`src/hw/sfx_pkg.sv`:
```
// Functional notes
// - decode registers at direct addresses 80..ff
// - only the register range reaches registers
// - standard and mapped areas share range
// - area select bit 1 picks mapped
// - area select bit never cleared by hardware
// - control bit 2 always reads one
// - control bits 7..5,3,1 read zero
// - paged decode adds module page number
// - all modules share one 3-bit page and slot layout
// - four save slots per paged module
// - save write stores old, loads new
// - restore write loads selected slot, ignores page field
// - paging for ports, converter, capture, control
// - operation 0x direct, 10 save, 11 restore
// - page field reads the active page
// - slot selector chooses slot, write-only
package sfx_pkg;
  localparam logic [7:0] SFX_RANGE_LO   = 8'h80;
  localparam logic [7:0] SFX_SYSCON_ADR = 8'h8f;
  localparam logic [7:0] SFX_SYSCON_RST = 8'h04;
  localparam logic [7:0] SFX_SYSCON_ONE = 8'h04;
  localparam int         SFX_AREA_BIT   = 0;
  localparam int         SFX_INT_MODE_BIT = 4;
  localparam logic [7:0] SFX_PP_ADR     = 8'hb2;
  localparam logic [7:0] SFX_ADC_ADR    = 8'hd1;
  localparam logic [7:0] SFX_CCU_ADR    = 8'ha3;
  localparam logic [7:0] SFX_SCU_ADR    = 8'hbf;
  localparam logic [3:0] SFX_PAGED_MAP  = 4'hf;
  localparam int         SFX_NMOD       = 4;
  localparam int         SFX_PAGE_LSB   = 0;
  localparam int         SFX_SLOT_LSB   = 4;
  localparam int         SFX_OPER_LSB   = 6;
  localparam logic [1:0] SFX_OPER_SAVE  = 2'h2;
  localparam logic [1:0] SFX_OPER_REST  = 2'h3;
  localparam logic [2:0] SFX_PAGE_RST   = 3'h0;
  localparam int         SFX_NSLOT      = 4;
  typedef logic [2:0] sfx_page_t;
endpackage : sfx_pkg

```
`src/hw/sfx_page_reg.sv`:
```
`timescale 1ns/1ps
module sfx_page_reg (
  input  wire logic             clk,
  input  wire logic             rst,
  input  wire logic             wr,
  input  wire logic [7:0]       wdata,
  output sfx_pkg::sfx_page_t    page
);
  import sfx_pkg::*;
  typedef struct packed {
    sfx_page_t             page;
    sfx_page_t [SFX_NSLOT-1:0] slot;
  } sfx_pg_st_t;
  sfx_pg_st_t st_reg;
  sfx_pg_st_t st_next;
  logic [1:0] oper;
  logic [1:0] sel;
  assign oper = wdata[SFX_OPER_LSB+:2];
  assign sel = wdata[SFX_SLOT_LSB+:2];
  assign page = st_reg.page;
  // ----------------------------------------
  // page operations
  // ----------------------------------------
  always_comb begin
    st_next = st_reg;
    if (wr) begin
      case (oper)
        SFX_OPER_SAVE: begin
          st_next.slot[sel] = st_reg.page;
          st_next.page      = wdata[SFX_PAGE_LSB+:3];
        end
        SFX_OPER_REST: begin
          st_next.page = st_reg.slot[sel];
        end
        default: begin
          st_next.page = wdata[SFX_PAGE_LSB+:3];
        end
      endcase
    end
  end
  always_ff @(posedge clk or posedge rst) begin
    if (rst) begin
      st_reg <= '0;
    end else begin
      st_reg <= st_next;
    end
  end
  a_save_slot: assert property (@(posedge clk) disable iff (rst)
    wr && oper == SFX_OPER_SAVE |=> st_reg.slot[$past(sel)] == $past(st_reg.page))
    else $error("save slot wrong");
  a_rest_page: assert property (@(posedge clk) disable iff (rst)
    wr && oper == SFX_OPER_REST |=> st_reg.page == $past(st_reg.slot[sel]))
    else $error("restore page wrong");
  a_direct_page: assert property (@(posedge clk) disable iff (rst)
    wr && !oper[1] |=> st_reg.page == $past(wdata[SFX_PAGE_LSB+:3]) && $stable(st_reg.slot))
    else $error("direct page wrong");
  a_page_hold: assert property (@(posedge clk) disable iff (rst)
    !wr |=> $stable(st_reg))
    else $error("page changed unasked");
endmodule : sfx_page_reg

```
`src/hw/sfx_top.sv`:
```
`timescale 1ns/1ps
module sfx_top (
  input  wire logic              CLK,
  input  wire logic              RST,
  input  wire logic [7:0]        ADDR,
  input  wire logic              WR,
  input  wire logic              RD,
  input  wire logic [7:0]        WDATA,
  output logic [7:0]             RDATA,
  output logic                   SEL_MAPPED,
  output logic                   SEL_STD,
  output logic                   INT_MODE_OUT,
  output sfx_pkg::sfx_page_t     PAGE_PORTS,
  output sfx_pkg::sfx_page_t     PAGE_ADC,
  output sfx_pkg::sfx_page_t     PAGE_CCU,
  output sfx_pkg::sfx_page_t     PAGE_SCU
);
  import sfx_pkg::*;
  typedef struct packed {
    logic       area;
    logic       int_mode;
    logic [7:0] rdata;
    logic       sel_map;
    logic       sel_std;
  } sfx_st_t;
  sfx_st_t st_reg;
  sfx_st_t st_next;
  logic       in_range;
  logic       hit_sys;
  logic [7:0] sys_read;
  logic [SFX_NMOD-1:0] pg_wr;
  sfx_page_t  pages [SFX_NMOD];
  logic [7:0] mod_adr [SFX_NMOD];
  logic       acc;
  logic       ctrl_wr;
  logic       ctrl_rd;
  logic       any_pg_rd;
  logic [SFX_NMOD-1:0] pg_rd;
  assign mod_adr[0] = SFX_PP_ADR;
  assign mod_adr[1] = SFX_ADC_ADR;
  assign mod_adr[2] = SFX_CCU_ADR;
  assign mod_adr[3] = SFX_SCU_ADR;
  // ----------------------------------------
  // address decode
  // ----------------------------------------
  assign in_range = ADDR >= SFX_RANGE_LO;
  assign hit_sys  = in_range && ADDR == SFX_SYSCON_ADR;
  assign sys_read = SFX_SYSCON_ONE | (8'(st_reg.int_mode) << SFX_INT_MODE_BIT)
                  | (8'(st_reg.area) << SFX_AREA_BIT);
  // ----------------------------------------
  // paged modules
  // ----------------------------------------
  genvar g;
  generate
    for (g = 0; g < SFX_NMOD; g++) begin : g_mod
      // paged registers in mapped area
      assign pg_wr[g] = WR && in_range && ADDR == mod_adr[g]
                      && st_reg.area == SFX_PAGED_MAP[g];
      sfx_page_reg sfx_page_reg_i (
        .clk   (CLK),
        .rst   (RST),
        .wr    (pg_wr[g]),
        .wdata (WDATA),
        .page  (pages[g])
      );
    end
  endgenerate
  // ----------------------------------------
  // state update
  // ----------------------------------------
  always_comb begin
    st_next = st_reg;
    st_next.sel_map = in_range && (RD || WR) && !hit_sys && st_reg.area;
    st_next.sel_std = in_range && (RD || WR) && !hit_sys && !st_reg.area;
    if (WR && hit_sys) begin
      st_next.area  = WDATA[SFX_AREA_BIT];
      st_next.int_mode = WDATA[SFX_INT_MODE_BIT];
    end
    st_next.rdata = 8'h00;
    if (RD && hit_sys) begin
      st_next.rdata = sys_read;
    end else if (RD && in_range) begin
      for (int i = 0; i < SFX_NMOD; i++) begin
        if (ADDR == mod_adr[i] && st_reg.area == SFX_PAGED_MAP[i]) begin
          st_next.rdata = {5'h00, pages[i]};
        end
      end
    end
  end
  always_ff @(posedge CLK or posedge RST) begin
    if (RST) begin
      st_reg <= '0;
    end else begin
      st_reg <= st_next;
    end
  end
  assign RDATA      = st_reg.rdata;
  assign SEL_MAPPED = st_reg.sel_map;
  assign SEL_STD    = st_reg.sel_std;
  assign INT_MODE_OUT = st_reg.int_mode;
  assign PAGE_PORTS = pages[0];
  assign PAGE_ADC   = pages[1];
  assign PAGE_CCU   = pages[2];
  assign PAGE_SCU   = pages[3];

  // ----------------------------------------
  // check helpers
  // ----------------------------------------
  assign acc       = (RD || WR) && in_range && !hit_sys;
  assign ctrl_wr   = WR && hit_sys;
  assign ctrl_rd   = RD && hit_sys;
  assign any_pg_rd = |pg_rd;

  genvar r;
  generate
    for (r = 0; r < SFX_NMOD; r++) begin : g_rd
      assign pg_rd[r] = RD && in_range && ADDR == mod_adr[r]
                      && st_reg.area == SFX_PAGED_MAP[r];
    end
  endgenerate
  // ----------------------------------------
  // checks
  // ----------------------------------------
  a_area_keep: assert property (@(posedge CLK) disable iff (RST)
    !(WR && hit_sys) |=> $stable(st_reg.area))
    else $error("area bit changed without write");
  a_sys_read: assert property (@(posedge CLK) disable iff (RST)
    RD && hit_sys |=> RDATA[2] && RDATA[7:5] == 3'h0 && !RDATA[3] && !RDATA[1])
    else $error("reserved bits wrong");
  a_area_mapped: assert property (@(posedge CLK) disable iff (RST)
    (RD || WR) && in_range && !hit_sys |=> SEL_MAPPED == $past(st_reg.area)
    && SEL_STD != SEL_MAPPED)
    else $error("area select wrong");
  a_out_range: assert property (@(posedge CLK) disable iff (RST)
    !in_range |=> !SEL_MAPPED && !SEL_STD && RDATA == 8'h00)
    else $error("access below range decoded");

  a_sel_excl: assert property (@(posedge CLK) disable iff (RST)
    !(SEL_MAPPED && SEL_STD))
    else $error("both area selects high");

  a_sel_idle: assert property (@(posedge CLK) disable iff (RST)
    !acc
    |=> !SEL_MAPPED && !SEL_STD)
    else $error("area select without access");

  a_map_pulse: assert property (@(posedge CLK) disable iff (RST)
    acc && st_reg.area
    |=> SEL_MAPPED)
    else $error("mapped select missing");

  a_std_pulse: assert property (@(posedge CLK) disable iff (RST)
    acc && !st_reg.area
    |=> SEL_STD)
    else $error("standard select missing");

  a_sel_from_rd: assert property (@(posedge CLK) disable iff (RST)
    RD && in_range && !hit_sys
    |=> SEL_MAPPED || SEL_STD)
    else $error("read select missing");

  a_sel_from_wr: assert property (@(posedge CLK) disable iff (RST)
    WR && in_range && !hit_sys
    |=> SEL_MAPPED || SEL_STD)
    else $error("write select missing");

  a_rdata_idle: assert property (@(posedge CLK) disable iff (RST)
    !RD
    |=> RDATA == 8'h00)
    else $error("read data without read");

  a_rdata_unmapped: assert property (@(posedge CLK) disable iff (RST)
    RD && in_range && !hit_sys && !any_pg_rd
    |=> RDATA == 8'h00)
    else $error("read data from empty address");

  a_area_write: assert property (@(posedge CLK) disable iff (RST)
    ctrl_wr
    |=> st_reg.area == $past(WDATA[SFX_AREA_BIT]))
    else $error("area bit write lost");

  a_area_rise: assert property (@(posedge CLK) disable iff (RST)
    $rose(st_reg.area)
    |-> $past(ctrl_wr))
    else $error("area bit set unasked");

  a_area_fall: assert property (@(posedge CLK) disable iff (RST)
    $fell(st_reg.area)
    |-> $past(ctrl_wr))
    else $error("area bit cleared unasked");

  a_mode_write: assert property (@(posedge CLK) disable iff (RST)
    ctrl_wr
    |=> INT_MODE_OUT == $past(WDATA[SFX_INT_MODE_BIT]))
    else $error("mode bit write lost");

  a_mode_keep: assert property (@(posedge CLK) disable iff (RST)
    !ctrl_wr
    |=> $stable(INT_MODE_OUT))
    else $error("mode bit changed unasked");

  a_mode_rise: assert property (@(posedge CLK) disable iff (RST)
    $rose(INT_MODE_OUT)
    |-> $past(ctrl_wr))
    else $error("mode bit set unasked");

  a_mode_fall: assert property (@(posedge CLK) disable iff (RST)
    $fell(INT_MODE_OUT)
    |-> $past(ctrl_wr))
    else $error("mode bit cleared unasked");

  a_ctrl_area_rd: assert property (@(posedge CLK) disable iff (RST)
    ctrl_rd
    |=> RDATA[SFX_AREA_BIT] == $past(st_reg.area))
    else $error("area bit read wrong");

  a_ctrl_mode_rd: assert property (@(posedge CLK) disable iff (RST)
    ctrl_rd
    |=> RDATA[SFX_INT_MODE_BIT] == $past(st_reg.int_mode))
    else $error("mode bit read wrong");

  a_ctrl_rd_fixed: assert property (@(posedge CLK) disable iff (RST)
    ctrl_rd
    |=> (RDATA & 8'hee) == SFX_SYSCON_ONE)
    else $error("fixed control bits wrong");

  a_ctrl_no_sel: assert property (@(posedge CLK) disable iff (RST)
    ctrl_rd || ctrl_wr
    |=> !SEL_MAPPED && !SEL_STD)
    else $error("control access selected an area");

  a_page_rd_high: assert property (@(posedge CLK) disable iff (RST)
    any_pg_rd
    |=> RDATA < 8'h08)
    else $error("write-only page bits read back");

  a_low_pages: assert property (@(posedge CLK) disable iff (RST)
    !in_range
    |=> $stable(PAGE_PORTS) && $stable(PAGE_ADC) && $stable(PAGE_CCU) && $stable(PAGE_SCU))
    else $error("page changed from low address");

  // ----------------------------------------
  // per-module page checks
  // ----------------------------------------
  genvar h;
  generate
    for (h = 0; h < SFX_NMOD; h++) begin : g_chk

      a_mod_idle: assert property (@(posedge CLK) disable iff (RST)
        !pg_wr[h]
        |=> $stable(pages[h]))
        else $error("module page changed unasked");

      a_mod_area: assert property (@(posedge CLK) disable iff (RST)
        WR && in_range && ADDR == mod_adr[h] && st_reg.area != SFX_PAGED_MAP[h]
        |=> $stable(pages[h]))
        else $error("page written in wrong area");

      a_mod_ctrl: assert property (@(posedge CLK) disable iff (RST)
        ctrl_wr
        |=> $stable(pages[h]))
        else $error("page changed by control write");

      a_mod_read: assert property (@(posedge CLK) disable iff (RST)
        pg_rd[h]
        |=> RDATA == {5'h00, $past(pages[h])})
        else $error("module page read wrong");

      a_mod_direct: assert property (@(posedge CLK) disable iff (RST)
        pg_wr[h] && !WDATA[SFX_OPER_LSB+1]
        |=> pages[h] == $past(WDATA[SFX_PAGE_LSB+:3]))
        else $error("module direct page wrong");

      a_mod_save: assert property (@(posedge CLK) disable iff (RST)
        pg_wr[h] && WDATA[SFX_OPER_LSB+:2] == SFX_OPER_SAVE
        |=> pages[h] == $past(WDATA[SFX_PAGE_LSB+:3]))
        else $error("module save page wrong");

      a_mod_sel: assert property (@(posedge CLK) disable iff (RST)
        pg_wr[h] || pg_rd[h]
        |=> SEL_MAPPED == SFX_PAGED_MAP[h])
        else $error("module access in wrong area");

    end
  endgenerate

endmodule : sfx_top

```
`config.mk`:
```
export PLATFORM = sky130hd
export DESIGN_NAME = sfx_top
export DESIGN_NICKNAME = d
export VERILOG_FILES = /design/src/hw/sfx_pkg.sv /design/src/hw/sfx_page_reg.sv /design/src/hw/sfx_top.sv
export SDC_FILE = /design/constraint.sdc
export NUM_CORES = 1
export LEC_CHECK = 0
export ABC_AREA = 1
export BUFFER_PORTS_ARGS = -buffer_cell sky130_fd_sc_hd__buf_2
export CORE_UTILIZATION = 59
export DETAILED_ROUTE_END_ITERATION = 16
export GPL_TIMING_DRIVEN = 0
export MAX_ROUTING_LAYER = met4
export PLACE_DENSITY_LB_ADDON = 0.15
export SYNTH_ARGS = -nofsm -noshare
export SYNTH_HDL_FRONTEND = slang
export SYNTH_SLANG_ARGS = --single-unit
export TNS_END_PERCENT = 30
```
`constraint.sdc`:
```
create_clock -name CLK -period 2.6 [get_ports CLK]
set_input_delay 0.26 -clock CLK [delete_from_list [all_inputs] [get_ports CLK]]
set_output_delay 0.26 -clock CLK [all_outputs]
set_load 0.03 [all_outputs]
```
==> results.tsv <==
stage	metric	value	unit
status	outcome	finished clean	
route	drc	0	
pwr	peakVddDrop	0.000382	V
clock_tree	clock_sinks	68	
clock_tree	cts.repair.resized	0	
floorplanning	dieArea	0.00675	mm²
clock_tree	cts_buffers	9	
critical_path	required	2840	ps
cells_and_area	drive_gt1_share	21.8	%
timing	tightest_slew	805	ps
critical_path	ff2ff_setup_slack	1010	ps
pwr	power	2160	µW
critical_path	cp_slowest_cell	dfrtp_1	
timing	finalCritPeriodShare	61.1	%
cells_and_area	seq_area	0.00170	mm²
clock_tree	clock_latency	350	ps
timing	maxSlewViolCount	0	
critical_path	cp_top_family	simple AND/OR/NAND/NOR gates	
critical_path	path_buf_inv	1	
synth	ys.warnings.count	0	
clock_tree	clock_path_buffers	2	
critical_path	path_class	register to register	
synth	synthArstFlopShare	100	%
global_routing	grt_pass1_vias	3381	
place	hpwl	6.74	mm
critical_path	slowest_delay	340	ps
global_routing	grt_max_degree	69	
cells_and_area	fillers	484	
timing	min_period	1590	ps
clock_tree	cts-root-buf	clkbuf_8	
place	dp_slack	900	ps
floorplanning	fp.dieW	82.2	µm
floorplanning	num_rows	28	
floorplanning	design.core.area	0.00606	mm²
global_routing	globalRoute.totalOverflow	0	
timing	rsz0062_at_grt	no	
synth	netlist_area	0.00379	mm²
route	vias_per_cell	5.56	
critical_path	critPathLaunchType	register	
clock_tree	clkTransAtPathRegs	70	ps
place	gp_congestion	0.966	
clock_tree	cts_max_level	3	
clock_tree	cts_tree	yes	
route	finalWirelength	9.54	mm
route	ant_nets	0	
job	maxCapViolations	0	
clock_tree	cts_hold_buf	0	
cells_and_area	synthToLayoutAreaGrowth	12.7	%
timing	skew	7.08	ps
route	drtIter0Drc	294	
global_routing	gr-usage-all-layers	33.3	%
global_routing	antenna_found_initial	0	
timing	finalHoldViolCount	0	
floorplanning	io_pins	43	
synth	ys_ff_latch	68	
cells_and_area	n_antenna_cell	0	
floorplanning	initial_utilization	62.6	%
synth	yosys.area_share.simple	45.0	%
synth	synth_compound_area_share	0.858	%
cells_and_area	largest_reg_flops	48	
timing	setup_viol	0	
synth	ys_types	28	
synth	syn-instance-count	499	
synth	post_synth.cell_area_avg	7.60	µm²
route	firstDrtPassIters	5	
cells_and_area	nets	570	
critical_path	crit_path_end_kind	register	
timing	fmax	629	MHz
pwr	p_per_area	505	mW/mm²
cells_and_area	fin_util	70.5	%
synth	synth_edf_count	0	
floorplanning	die-height	82.2	µm
timing	fin_ws	1010	ps
hold_path	hold_class	primary input to async pin	
critical_path	crit_chain	buf_2 -> nand2_2 -> nor2_2 -> nand2_2 -> nor3_4 -> nand3_2 -> nand2_1 -> nand2_1	
global_routing	grt_pass1_wl	15.9	mm
synth	synth_mux_area_share	0	%
clock_tree	cts_setup_buffers	0	
route	wire_per_inst	15.2	µm
timing	relSlewSlack	46.3	%
synth	synth_top_family_by_area	simple AND/OR/NAND/NOR gates	
pwr	power_leakage	0.00243	µW
route	vias	3495	
cells_and_area	multiInputGateArea	0.00175	mm²
synth	synth_fa_ha_area_share	0	%
critical_path	critPathMaxFanout	8	
place	port_buffers	37	
synth	synthFlopType	dfrtp_1	
synth	synth_xor_area_share	0	%
critical_path	worstPathArrival	1830	ps
synth	yosysSeqAreaShare	44.9	%
## routing by layer
metal / vias to the layer above / GRT usage, % / part of all wire [%]
met5: - / - / 0
met2: 148 / 52.2 / 48
li1: 1668 / - / -
met3: 30 / 5.71 / 5.5
met4: 0 / 16.5 / 3.1
met1: 1649 / 41.8 / 44
## where the power goes
part / internal, µW / switching (µW)
Combinational: 54.6 / 155
Sequential: 1070 / 11.5
Clock: 459 / 415
## per-stage QoR
stage / instance area, µm² / std cells / TNS, ps / hold slack (ps)
final: 4280 / 629 / 0 / 56.6
after global routing: 4280 / 629 / 0 / 156
after CTS: 4280 / 629 / 0 / 117
after detailed placement: 4090 / 614 / 0 / 459
after global placement: 4080 / 614 / -10390 / 455
after floorplan: 3800 / 502 / 0 / 381
## synthesized netlist by cell type, types with 2 or more instances
cell type | n | area (µm²)
nand2_1 | 246 | 923
dfrtp_1 | 68 | 1700
nand3_1 | 55 | 275
buf_4 | 22 | 165
inv_1 | 19 | 71.3
nand4_1 | 19 | 119
nor2_1 | 13 | 48.8
nor2_4 | 9 | 101
buf_2 | 7 | 35.0
nand3_2 | 7 | 70.1
nor2_2 | 7 | 43.8
o21ai_0 | 5 | 25.0
buf_6 | 4 | 45.0
nand2_2 | 3 | 18.8
inv_2 | 2 | 7.51
## cell type report
| cell class | count | share of cell area (%) |
|---|---|---|
| Multi-Input combinational cell | 377 | 41.0 |
| Sequential cell | 68 | 39.8 |
| Buffer | 34 | 5.82 |
| Timing Repair Buffer | 37 | 4.33 |
| Clock buffer | 10 | 3.22 |
| Inverter | 23 | 2.40 |
| Tap cell | 75 | 2.19 |
| Clock inverter | 5 | 1.23 |
## layout by cell type, fill, tap and decap left out
cell type	instances
buf_2	44
nand4_1	19
nand2_1	246
bufinv_16	1
conb_1	4
nand3_2	7
nor2_8	1
clkinvlp_4	1
clkbuf_1	1
buf_4	22
clkinv_2	3
bufinv_8	1
inv_4	1
nand3_4	1
nand3_1	55
nand2_4	1
nand2_2	3
or2_2	1
o21ai_0	5
nor3_4	1
nor2_1	13
inv_1	18
nor3_1	1
buf_6	4
clkinv_1	1
dfrtp_1	68
nor2_4	9
nand3b_1	1
o21bai_1	1
clkbuf_8	10
nand4_4	1
inv_2	2
nor2_2	7
## worst paths after layout
kind                                                                     from  depth (start not counted)                                       endpoint
worst max register to register                         st_reg[11]$_DFFE_PP0P_                          8  g_mod[2].sfx_page_reg_i.st_reg[4]$_DFFE_PP0P_
worst max-delay path                                   st_reg[11]$_DFFE_PP0P_                          8  g_mod[2].sfx_page_reg_i.st_reg[4]$_DFFE_PP0P_
worst min-delay path                                                      RST                          2  g_mod[1].sfx_page_reg_i.st_reg[3]$_DFFE_PP0P_
worst min register to register  g_mod[0].sfx_page_reg_i.st_reg[2]$_DFFE_PP0P_                          2  g_mod[0].sfx_page_reg_i.st_reg[2]$_DFFE_PP0P_
min in group CLK                                                     WDATA[0]                          3                         st_reg[11]$_DFFE_PP0P_
max in group asynchronous                                                 RST                          2  g_mod[2].sfx_page_reg_i.st_reg[7]$_DFFE_PP0P_
## cell families (layout without fill, tap and decap cells)
group                  after synthesis  after routing
AOI/OAI and AO/OA                    6              6
buffers and inverters               57            109
DFF                                 68             68
other                                1              4
and+or+nand+nor                    367            367
Note: power is estimated with default switching activity, not from simulation.
